==> config.mk <==
export PLATFORM = sky130hd
export DESIGN_NAME = pfpc_top
export DESIGN_NICKNAME = d
export VERILOG_FILES = /design/src/pfpc_pkg.sv /design/src/pfpc_win_dec.sv /design/src/pfpc_top.sv
export SDC_FILE = /design/constraint.sdc
export NUM_CORES = 1
export LEC_CHECK = 0
export BUFFER_PORTS_ARGS = -buffer_cell sky130_fd_sc_hd__buf_2
export CAP_MARGIN = 20
export CORE_MARGIN = 5
export CORE_UTILIZATION = 50
export CTS_CLUSTER_DIAMETER = 30
export CTS_CLUSTER_SIZE = 24
export DETAILED_ROUTE_END_ITERATION = 8
export GPL_ROUTABILITY_DRIVEN = 0
export PLACE_DENSITY = 0.81
export SYNTH_ARGS = -nofsm -noshare
export SYNTH_HDL_FRONTEND = slang
export SYNTH_SLANG_ARGS = --single-unit
==> constraint.sdc <==
create_clock -name core_clk -period 2.2 [get_ports core_clk]
set_clock_uncertainty 0.1 [all_clocks]
set_input_delay 0 -clock core_clk [delete_from_list [all_inputs] [get_ports core_clk]]
set_output_delay 0 -clock core_clk [all_outputs]
set_load 0.02 [all_outputs]
==> src/pfpc_pkg.sv <==
// shared constants and carrier types for port function and pad control
package pfpc_pkg;

  // register indices; byte address is four times the index
  localparam logic [7:0] IDX_PULLUP_EN   = 8'h0c;
  localparam logic [7:0] IDX_DRIVE_STR   = 8'h0d;
  localparam logic [7:0] IDX_WIN_BASE    = 8'h11;
  localparam logic [7:0] IDX_J_PULL_SEL  = 8'h2d;
  localparam logic [7:0] IDX_J_PULL_EN   = 8'h2e;
  localparam logic [7:0] IDX_MODE_CTRL   = 8'h30;
  localparam logic [7:0] IDX_KWU_EN_D    = 8'h32;
  localparam logic [7:0] IDX_KWU_EN_H    = 8'h33;
  localparam logic [7:0] IDX_KWU_EN_J    = 8'h34;
  localparam logic [7:0] IDX_KWU_FLAG_D  = 8'h35;
  localparam logic [7:0] IDX_KWU_FLAG_H  = 8'h36;
  localparam logic [7:0] IDX_KWU_FLAG_J  = 8'h37;

  // reset values
  localparam logic [7:0] RST_PULLUP_EN   = 8'hff;
  localparam logic [7:0] RST_DRIVE_STR   = 8'h00;
  localparam logic [7:0] RST_J_PULL_SEL  = 8'h00;
  localparam logic [7:0] RST_J_PULL_EN   = 8'h00;
  localparam logic [4:0] RST_WIN_BASE    = 5'h00;
  localparam logic [2:0] RST_MODE_CTRL   = 3'h0;

  // mode control field positions
  localparam int MODE_EXPANDED = 0;
  localparam int MODE_WIDE     = 1;
  localparam int MODE_QTRACK   = 2;

  // window base field sits in bits 7:3 of its register
  localparam int WIN_FIELD_LSB = 3;
  // window geometry: 2-Kbyte region, first 512 bytes decoded
  localparam int WIN_REGION_BYTES = 2048;
  localparam int WIN_DECODE_BYTES = 512;

  // port e bit positions with special use
  localparam int PE_NMI    = 0;
  localparam int PE_MI     = 1;
  localparam int PE_STROBE = 3;
  localparam int PE_BCLK   = 4;
  localparam int PE_MODE_A = 5;
  localparam int PE_MODE_B = 6;

  // one eight-bit pad: drive value and output enable
  typedef struct packed {
    logic [7:0] o;
    logic [7:0] oe;
  } pfpc_pad_t;

  // access presented to the register window decoder
  typedef struct packed {
    logic        valid;
    logic [15:0] addr;
  } pfpc_acc_t;

  // decoder answer
  typedef struct packed {
    logic       hit;
    logic       mem;
    logic [8:0] offset;
  } pfpc_win_t;

endpackage

==> src/pfpc_win_dec.sv <==
// register window decoder: relocatable 2-Kbyte region, 512-byte window
`timescale 1ns/1ps
module pfpc_win_dec
  import pfpc_pkg::*;
(
  // clock and reset
  input  wire logic      core_clk,
  input  wire logic      rstn,
  // window base and access
  input  wire logic [4:0] base,
  input  wire pfpc_acc_t acc,
  // registered decode result
  output pfpc_win_t      win
);

  typedef struct packed {
    pfpc_win_t win;
  } pfpc_dec_st_t;

  pfpc_dec_st_t st_q;
  pfpc_dec_st_t st_d;
  logic         in_region;
  logic         in_window;

  // upper five address bits select the region
  assign in_region = acc.valid && (acc.addr[15:11] == base);
  // only the low 512 bytes of the region hold registers
  assign in_window = in_region && (acc.addr[10:9] == 2'b00);

  always_comb begin
    st_d            = st_q;
    st_d.win.hit    = in_window;
    // the rest of the region goes on to memory decode
    st_d.win.mem    = acc.valid && !in_window;
    st_d.win.offset = acc.addr[8:0];
  end

  always_ff @(posedge core_clk or negedge rstn) begin
    if (!rstn) begin
      st_q <= '0;
    end else begin
      st_q <= st_d;
    end
  end

  assign win = st_q.win;
endmodule // pfpc_win_dec

==> src/pfpc_top.sv <==
// port function assignment, pad control and register window
//
// Overview of operation
// - low byte strobe is XNOR of address bit 0 and access size flag
// - bus clock derived from clock input at half its rate
// - mode pins carry queue tracking or general I/O, software chosen
// - ports A,B general I/O single-chip; address high/low when expanded
// - port C I/O single-chip; data high wide; both bytes narrow
// - port D I/O single-chip and narrow; data low byte in wide
// - two lowest port E pins are input only; direction writes ignored
// - enabled port D or H input falling edge raises key wakeup
// - enabled port J input change either way raises key wakeup
// - pullups A-H enabled at reset per bit; irq pullup always; mode pulldowns
// - each port J pin selects pullup or pulldown by software
// - after reset port J selects pulldowns, all disabled
// - register window placed on any 2-Kbyte boundary by base field
// - base field compared with top five bits of the 16-bit address
// - registers decoded only in the first 512 bytes of region
//
// Added by the designer: the Avalon-MM slave port.
`timescale 1ns/1ps
module pfpc_top
  import pfpc_pkg::*;
(
  // clock and reset
  input  wire logic        core_clk,
  input  wire logic        rstn,
  // avalon-mm register slave
  input  wire logic [9:0]  avs_address,
  input  wire logic        avs_read,
  input  wire logic        avs_write,
  input  wire logic [3:0]  avs_byteenable,
  input  wire logic [31:0] avs_writedata,
  output logic [31:0]      avs_readdata,
  output logic             avs_waitrequest,
  // core bus access
  input  wire pfpc_acc_t   cpu_acc,
  input  wire logic        access_size_flag,
  input  wire logic        bus_write,
  input  wire logic [15:0] bus_wdata,
  input  wire logic        queue_track_0,
  input  wire logic        queue_track_1,
  output pfpc_win_t        win,
  // general-purpose port drive from port logic
  input  wire pfpc_pad_t   gpio_a,
  input  wire pfpc_pad_t   gpio_b,
  input  wire pfpc_pad_t   gpio_c,
  input  wire pfpc_pad_t   gpio_d,
  input  wire pfpc_pad_t   gpio_e,
  // pad drive
  output pfpc_pad_t        pad_a,
  output pfpc_pad_t        pad_b,
  output pfpc_pad_t        pad_c,
  output pfpc_pad_t        pad_d,
  output pfpc_pad_t        pad_e,
  output logic             low_byte_strobe,
  output logic             bus_clk,
  // key wakeup pin inputs
  input  wire logic [7:0]  pin_d_i,
  input  wire logic [7:0]  pin_h_i,
  input  wire logic [7:0]  pin_j_i,
  output logic             key_wakeup_irq,
  // pad loads and drive strength
  output logic [7:0]       pullup_en,
  output logic             maskable_irq_pin_pullup,
  output logic             mode_pulldown_en,
  output logic [7:0]       port_j_pullup_en,
  output logic [7:0]       port_j_pulldown_en,
  output logic [7:0]       drive_strength
);

  typedef struct packed {
    logic        ack;
    logic [7:0]  rdata;
    logic [7:0]  pu;
    logic [7:0]  drv;
    logic [7:0]  jsel;
    logic [7:0]  jen;
    logic [4:0]  base;
    logic [2:0]  mode;
    logic [23:0] kwe;
    logic [23:0] kwf;
    logic [23:0] s1;
    logic [23:0] s2;
    logic [23:0] s3;
    logic [23:0] filt;
    logic        eclk;
    logic        in_rst;
  } pfpc_st_t;

  pfpc_st_t    st_q;
  pfpc_st_t    st_d;
  logic [7:0]  idx;
  logic        wr_now;
  logic        rd_take;
  logic        exp_m;
  logic        wide_m;
  logic        qt_en;
  logic [23:0] fall;
  logic [23:0] rise;
  logic [23:0] filt_d;
  logic [23:0] kw_ev;
  logic [7:0]  rd_mux;
  logic        strobe;

  assign idx     = avs_address[9:2];
  assign exp_m   = st_q.mode[MODE_EXPANDED];
  assign wide_m  = st_q.mode[MODE_WIDE];
  assign qt_en   = st_q.mode[MODE_QTRACK];
  // write lands only on the edge where waitrequest is low
  assign wr_now  = avs_write && st_q.ack && avs_byteenable[0];
  assign rd_take = (avs_read || avs_write) && !st_q.ack;

  // one wait state: the answer is ready on the second request cycle
  assign avs_waitrequest = (avs_read || avs_write) && !st_q.ack;
  assign avs_readdata    = {24'h000000, st_q.rdata};

  // read multiplexer; unmapped indices read as zero
  always_comb begin
    rd_mux = 8'h00;
    unique case (idx)
      IDX_PULLUP_EN:  rd_mux = st_q.pu;
      IDX_DRIVE_STR:  rd_mux = st_q.drv;
      IDX_WIN_BASE:   rd_mux = {st_q.base, 3'h0};
      IDX_J_PULL_SEL: rd_mux = st_q.jsel;
      IDX_J_PULL_EN:  rd_mux = st_q.jen;
      IDX_MODE_CTRL:  rd_mux = {5'h00, st_q.mode};
      IDX_KWU_EN_D:   rd_mux = st_q.kwe[7:0];
      IDX_KWU_EN_H:   rd_mux = st_q.kwe[15:8];
      IDX_KWU_EN_J:   rd_mux = st_q.kwe[23:16];
      IDX_KWU_FLAG_D: rd_mux = st_q.kwf[7:0];
      IDX_KWU_FLAG_H: rd_mux = st_q.kwf[15:8];
      IDX_KWU_FLAG_J: rd_mux = st_q.kwf[23:16];
      default:        rd_mux = 8'h00;
    endcase
  end

  // filter: a level counts once stages two and three agree; kept apart
  // from the main next-state process so the edge terms form no loop
  always_comb begin
    filt_d = st_q.filt;
    for (int i = 0; i < 24; i++) begin
      if (st_q.s2[i] == st_q.s3[i]) begin
        filt_d[i] = st_q.s3[i];
      end
    end
  end

  // filtered pin edges; d and h wake on falls, j on any change
  assign fall  = st_q.filt & ~filt_d;
  assign rise  = ~st_q.filt & filt_d;
  assign kw_ev = {(fall[23:16] | rise[23:16]), fall[15:0]} & st_q.kwe;

  // next-state logic for the whole block
  always_comb begin
    st_d        = st_q;
    st_d.ack    = rd_take;
    st_d.in_rst = 1'b0;
    st_d.eclk   = !st_q.eclk;
    if (rd_take) begin
      st_d.rdata = rd_mux;
    end
    // three-stage sampling of the asynchronous pins
    st_d.s1   = {pin_j_i, pin_h_i, pin_d_i};
    st_d.s2   = st_q.s1;
    st_d.s3   = st_q.s2;
    st_d.filt = filt_d;
    // sticky wakeup flags: a new event beats a same-cycle clear
    st_d.kwf = st_q.kwf | kw_ev;
    if (wr_now) begin
      unique case (idx)
        IDX_PULLUP_EN:  st_d.pu   = avs_writedata[7:0];
        IDX_DRIVE_STR:  st_d.drv  = avs_writedata[7:0];
        IDX_WIN_BASE:   st_d.base = avs_writedata[7:WIN_FIELD_LSB];
        IDX_J_PULL_SEL: st_d.jsel = avs_writedata[7:0];
        IDX_J_PULL_EN:  st_d.jen  = avs_writedata[7:0];
        IDX_MODE_CTRL:  st_d.mode = avs_writedata[2:0];
        IDX_KWU_EN_D:   st_d.kwe[7:0]   = avs_writedata[7:0];
        IDX_KWU_EN_H:   st_d.kwe[15:8]  = avs_writedata[7:0];
        IDX_KWU_EN_J:   st_d.kwe[23:16] = avs_writedata[7:0];
        IDX_KWU_FLAG_D: st_d.kwf[7:0] =
          (st_q.kwf[7:0] & ~avs_writedata[7:0]) | kw_ev[7:0];
        IDX_KWU_FLAG_H: st_d.kwf[15:8] =
          (st_q.kwf[15:8] & ~avs_writedata[7:0]) | kw_ev[15:8];
        IDX_KWU_FLAG_J: st_d.kwf[23:16] =
          (st_q.kwf[23:16] & ~avs_writedata[7:0]) | kw_ev[23:16];
        default: ;
      endcase
    end
  end

  // filt reset high: pins idle high behind their pullups
  always_ff @(posedge core_clk or negedge rstn) begin
    if (!rstn) begin
      st_q        <= '0;
      st_q.pu     <= RST_PULLUP_EN;
      st_q.drv    <= RST_DRIVE_STR;
      st_q.jsel   <= RST_J_PULL_SEL;
      st_q.jen    <= RST_J_PULL_EN;
      st_q.base   <= RST_WIN_BASE;
      st_q.mode   <= RST_MODE_CTRL;
      st_q.s1     <= 24'hffffff;
      st_q.s2     <= 24'hffffff;
      st_q.s3     <= 24'hffffff;
      st_q.filt   <= 24'hffffff;
      st_q.in_rst <= 1'b1;
    end else begin
      st_q <= st_d;
    end
  end

  // register window decoder
  pfpc_win_dec u_win_dec (
    .core_clk (core_clk),
    .rstn     (rstn),
    .base     (st_q.base),
    .acc      (cpu_acc),
    .win      (win)
  );

  // strobe low marks a valid low byte
  assign strobe          = !(cpu_acc.addr[0] ^ access_size_flag);
  assign low_byte_strobe = strobe;
  assign bus_clk         = st_q.eclk;

  // address ports: general i/o only in single-chip modes
  always_comb begin
    pad_a = gpio_a;
    pad_b = gpio_b;
    if (exp_m) begin
      pad_a.o  = cpu_acc.addr[15:8];
      pad_a.oe = 8'hff;
      pad_b.o  = cpu_acc.addr[7:0];
      pad_b.oe = 8'hff;
    end
  end

  // data ports; narrow mode moves both bytes over port c in turn
  always_comb begin
    pad_c = gpio_c;
    pad_d = gpio_d;
    if (exp_m && wide_m) begin
      pad_c.o  = bus_wdata[15:8];
      pad_c.oe = {8{bus_write}};
      pad_d.o  = bus_wdata[7:0];
      pad_d.oe = {8{bus_write}};
    end else if (exp_m) begin
      pad_c.o  = cpu_acc.addr[0] ? bus_wdata[7:0] : bus_wdata[15:8];
      pad_c.oe = {8{bus_write}};
    end
  end

  // port e: interrupt pins never drive, whatever the direction bits say
  always_comb begin
    pad_e = gpio_e;
    if (exp_m) begin
      pad_e.o[PE_STROBE]  = strobe;
      pad_e.oe[PE_STROBE] = 1'b1;
      pad_e.o[PE_BCLK]    = st_q.eclk;
      pad_e.oe[PE_BCLK]   = 1'b1;
    end
    if (qt_en) begin
      pad_e.o[PE_MODE_A]  = queue_track_0;
      pad_e.o[PE_MODE_B]  = queue_track_1;
      pad_e.oe[PE_MODE_A] = 1'b1;
      pad_e.oe[PE_MODE_B] = 1'b1;
    end
    pad_e.oe[PE_MI]  = 1'b0;
    pad_e.oe[PE_NMI] = 1'b0;
  end

  // loads: mode pins pulled down while reset is applied and until the first clock edge after release
  assign pullup_en               = st_q.pu;
  assign maskable_irq_pin_pullup = 1'b1;
  assign mode_pulldown_en        = st_q.in_rst;
  assign port_j_pullup_en        = st_q.jen & st_q.jsel;
  assign port_j_pulldown_en      = st_q.jen & ~st_q.jsel;
  assign drive_strength          = st_q.drv;
  assign key_wakeup_irq          = |(st_q.kwf & st_q.kwe);
endmodule // pfpc_top

==> impl_metrics.env <==
export IMPL_status="completed"
export IMPL_std_cell_rows=50
export IMPL_power_frac_seq_pct=38.6
export IMPL_die_height_um=147.9
export IMPL_cts_reportedPaths_clkPinSlew_ns=0.06
export IMPL_dieArea_um2=21880
export IMPL_dp_slack_ns=0.2518
export IMPL_cts_max_path_buffers=3
export IMPL_max_stage_delay_ns=0.45
export IMPL_worst_slack_ns=0.02992
export IMPL_grt_busiest_layer="met2"
export IMPL_vdd_ir_drop_max_mv=0.6370
export IMPL_fillers=1343
export IMPL_p_int_mw=8.121
export IMPL_worst_slew_margin_rel_pct=56.98
export IMPL_arrival_ns=2.07
export IMPL_met3_usage_pct=5.886
export IMPL_grt_max_degree=84
export IMPL_hold_violations=0
export IMPL_tns_ns=0
export IMPL_power_switching_mw=2.598
export IMPL_clock_power_share_pct=52.0
export IMPL_core_um2=18710
export IMPL_synth_edff_count=0
export IMPL_period_needed_ns=2.170
export IMPL_grt_pass1_vias=7867
export IMPL_routed_wl_mm=30.68
export IMPL_grt_usage_pct=27.34
export IMPL_p_leak_nw=6.051
export IMPL_avgViaCountPerCell=5.538
export IMPL_worst_setup_path_start_kind="flip-flop"
export IMPL_synth_warnings=0
export IMPL_min_path_type="in2async"
export IMPL_syn_inst=771
export IMPL_crit_fanout=4
export IMPL_port_buffers=281
export IMPL_final_antenna_net_count=0
export IMPL_use_met2_pct=47.79
export IMPL_h_tree_depth=2
export IMPL_clk_latency_ns=0.50
export IMPL_drc_errors=0
export IMPL_synthArstFlopShare_pct=100.0
export IMPL_ys_seq_area_share_pct=55.57
export IMPL_ys_flop_type="dfstp_2"
export IMPL_grt_pass1_wl_mm=45.93
export IMPL_finalMaxSlewViolations=0
export IMPL_cts_buffers=37
export IMPL_hpwlAfterDp_mm=22.69
export IMPL_postCtsSetupBuffers=0
export IMPL_tightestPinTransition_ns=0.6453
export IMPL_clock_sinks=206
export IMPL_cp_num_buf_inv=1
export IMPL_dieWidth_um=147.9
export IMPL_drv_cap=0
export IMPL_crit_family="compound AO/OA/AOI/OAI gates"
export IMPL_postSynthAreaPerCell_um2=12.34
export IMPL_cp_slowest_cell="dfrtp_2"
export IMPL_final_nets=1315
export IMPL_drtIter0Drc=669
export IMPL_grt_antenna_before_repair=1
export IMPL_vias=7670
export IMPL_clk_root_buffer_cell="clkbuf_16"
export IMPL_fmax_mhz=460.8
export IMPL_final_util_pct=68.86
export IMPL_crit_chain="a22o_1 > a221oi_2 > nand3_1 > nor2_1 > nand4_1 > buf_4"
export IMPL_ys_seq_elements=206
export IMPL_initial_core_util_pct=50.86
export IMPL_overflow=0
export IMPL_area_growth_pct=35.39
export IMPL_syn_cell_area_um2=9513
export IMPL_crit_type="reg2out"
export IMPL_min_period_over_period_pct=98.64
export IMPL_hold_ws_ns=0.02087
export IMPL_worstPathRequired_ns=2.10
export IMPL_sw_frac_of_total_pct=24.24
export IMPL_drt_first_pass_iters=5
export IMPL_use_met1_pct=32.93
export IMPL_ios=352
export IMPL_power_density_nw_per_um2=832.3
export IMPL_cp_end_kind="output port"
export IMPL_power_mw=10.72
export IMPL_cts_tree="done"
export IMPL_detail_route_wl_per_cell_um=22.15
export IMPL_setup_viol=0
export IMPL_synth_cell_types=58
export IMPL_rsz0062_at_grt="no"
export IMPL_drive_above_1_share_pct=53.30
export IMPL_combPwrFrac_pct=9.4
metal layers:
| metal | wire length (µm) | share of wire (%) |
|---|---|---|
| met5 | 13 | 0.042 |
| met4 | 1226 | 4.0 |
| met3 | 2518 | 8.2 |
| met2 | 15530 | 51 |
| met1 | 11380 | 37 |
metrics by stage:
step	area, µm²	cells
floorplan	9610	797
global placement	11060	1262
detailed placement	11060	1262
CTS	12870	1384
global route	12880	1384
finish	12880	1385
cells in the final DEF, fill, tap and decap left out, drive strengths merged, types with 4 or more instances in the layout:
cell / instances
nor2: 20
and3: 9
or2: 22
clkinv: 9
and3b: 9
nand4: 5
nor3b: 9
inv: 21
a21oi: 15
mux2i: 20
conb: 28
maj3: 24
nor3: 5
or4bb: 16
nor2b: 12
a221oi: 5
mux2: 96
and2: 11
clkbuf: 43
mux4: 4
nand3: 13
a21o: 9
dlygate4sd3: 57
o21ai: 48
nor4: 4
xnor2: 6
nand2: 56
bufinv: 4
dfrtp: 101
dfstp: 105
a22o: 5
buf: 314
a22oi: 11
Yosys cell counts (all sizes together) (3+ instances only):
library cell	n	share of area, %
nor4	4	0.49
mux2i	20	2.1
dfrtp	101	27
a211oi	3	0.24
clkbuf	14	0.55
nor2b	12	0.79
or2	22	1.4
mux4	4	0.95
nand3	13	0.74
buf	70	5.1
a221oi	5	0.46
nor3	5	0.26
mux2	96	11
a21oi	15	0.79
nor3b	9	0.83
a22oi	11	0.87
a22o	5	0.46
xnor2	6	0.55
a32oi	3	0.28
or4bb	16	1.9
nor2	20	0.79
maj3	24	2.5
nand4	5	0.33
and2	11	0.72
a21o	9	0.71
and3b	9	0.83
inv	14	0.55
o21ai	48	2.5
dfstp	105	29
nand2	56	2.2
and3	9	0.59
path summary, 6_finish.rpt:
path	start	endpoint	slack [ns]	cells after the start
setup / recovery	st_q[135]	key_wakeup_irq	0.03	6
hold / removal	rstn	st_q[132]	0.02	2
setup reg to reg	st_q[139]	avs_readdata[1]	0.24	5
hold reg to reg	st_d[50]	st_d[26]	0.25	0
max in group asynchronous	rstn	pullup_en[6]	1.22	3
min in group core_clk	pin_j_i[4]	st_d[70]	0.04	2
kinds of logic after synthesis:
logic type	count (synthesis)	synth area share, %
DFF	206	55.57
xor gates and xnor gates	6	0.5524
adders and majority gates	24	2.525
buffers and inverters	98	6.248
and+or+nand+nor	200	12.89
muxes	120	14.42
AOI/OAI and AO/OA	115	7.721
other	2	0.07895
state kept, by name, summed over array words and instances, names as in the netlist:
| signal | flops |
|---|---|
| exp_m | 1 |
| mode_pulldown_en | 1 |
| bus_clk | 1 |
| avs_readdata | 8 |
| st_q | 119 |
| st_d | 48 |
| qt_en | 1 |
| u_win_dec.win | 11 |
| drive_strength | 8 |
| pullup_en | 8 |
power groups by stage:
stage | clock network, mW | registers [mW] | logic [mW]
after floorplan | 0 | 4.16 | 0.503
after global placement | 0 | 4.17 | 0.901
after detailed placement | 0 | 4.18 | 0.911
after CTS | 5.67 | 4.13 | 1.01
after global routing | 5.88 | 4.15 | 1.08
final | 5.58 | 4.13 | 1.01
area by class of cell:
type	count	area (µm²)	share of cell area, %
well taps	234	292.8	2.273
inverters	14	52.55	0.4080
clock buffers	42	964.7	7.490
flip-flops and latches	206	5289	41.06
multi-input cells	493	3736	29.01
clock inverters	23	270.3	2.098
diodes	1	2.502	0.01943
repair buffers	372	2272	17.64
timing repair:
action / CTS / global route
endpoints found under the hold margin: 284 / 0
hold buffers: 57 / 0
resized for setup: 3 / 1
setup endpoints to repair: 1 / 2
Note: power is estimated with default switching activity, not from simulation.
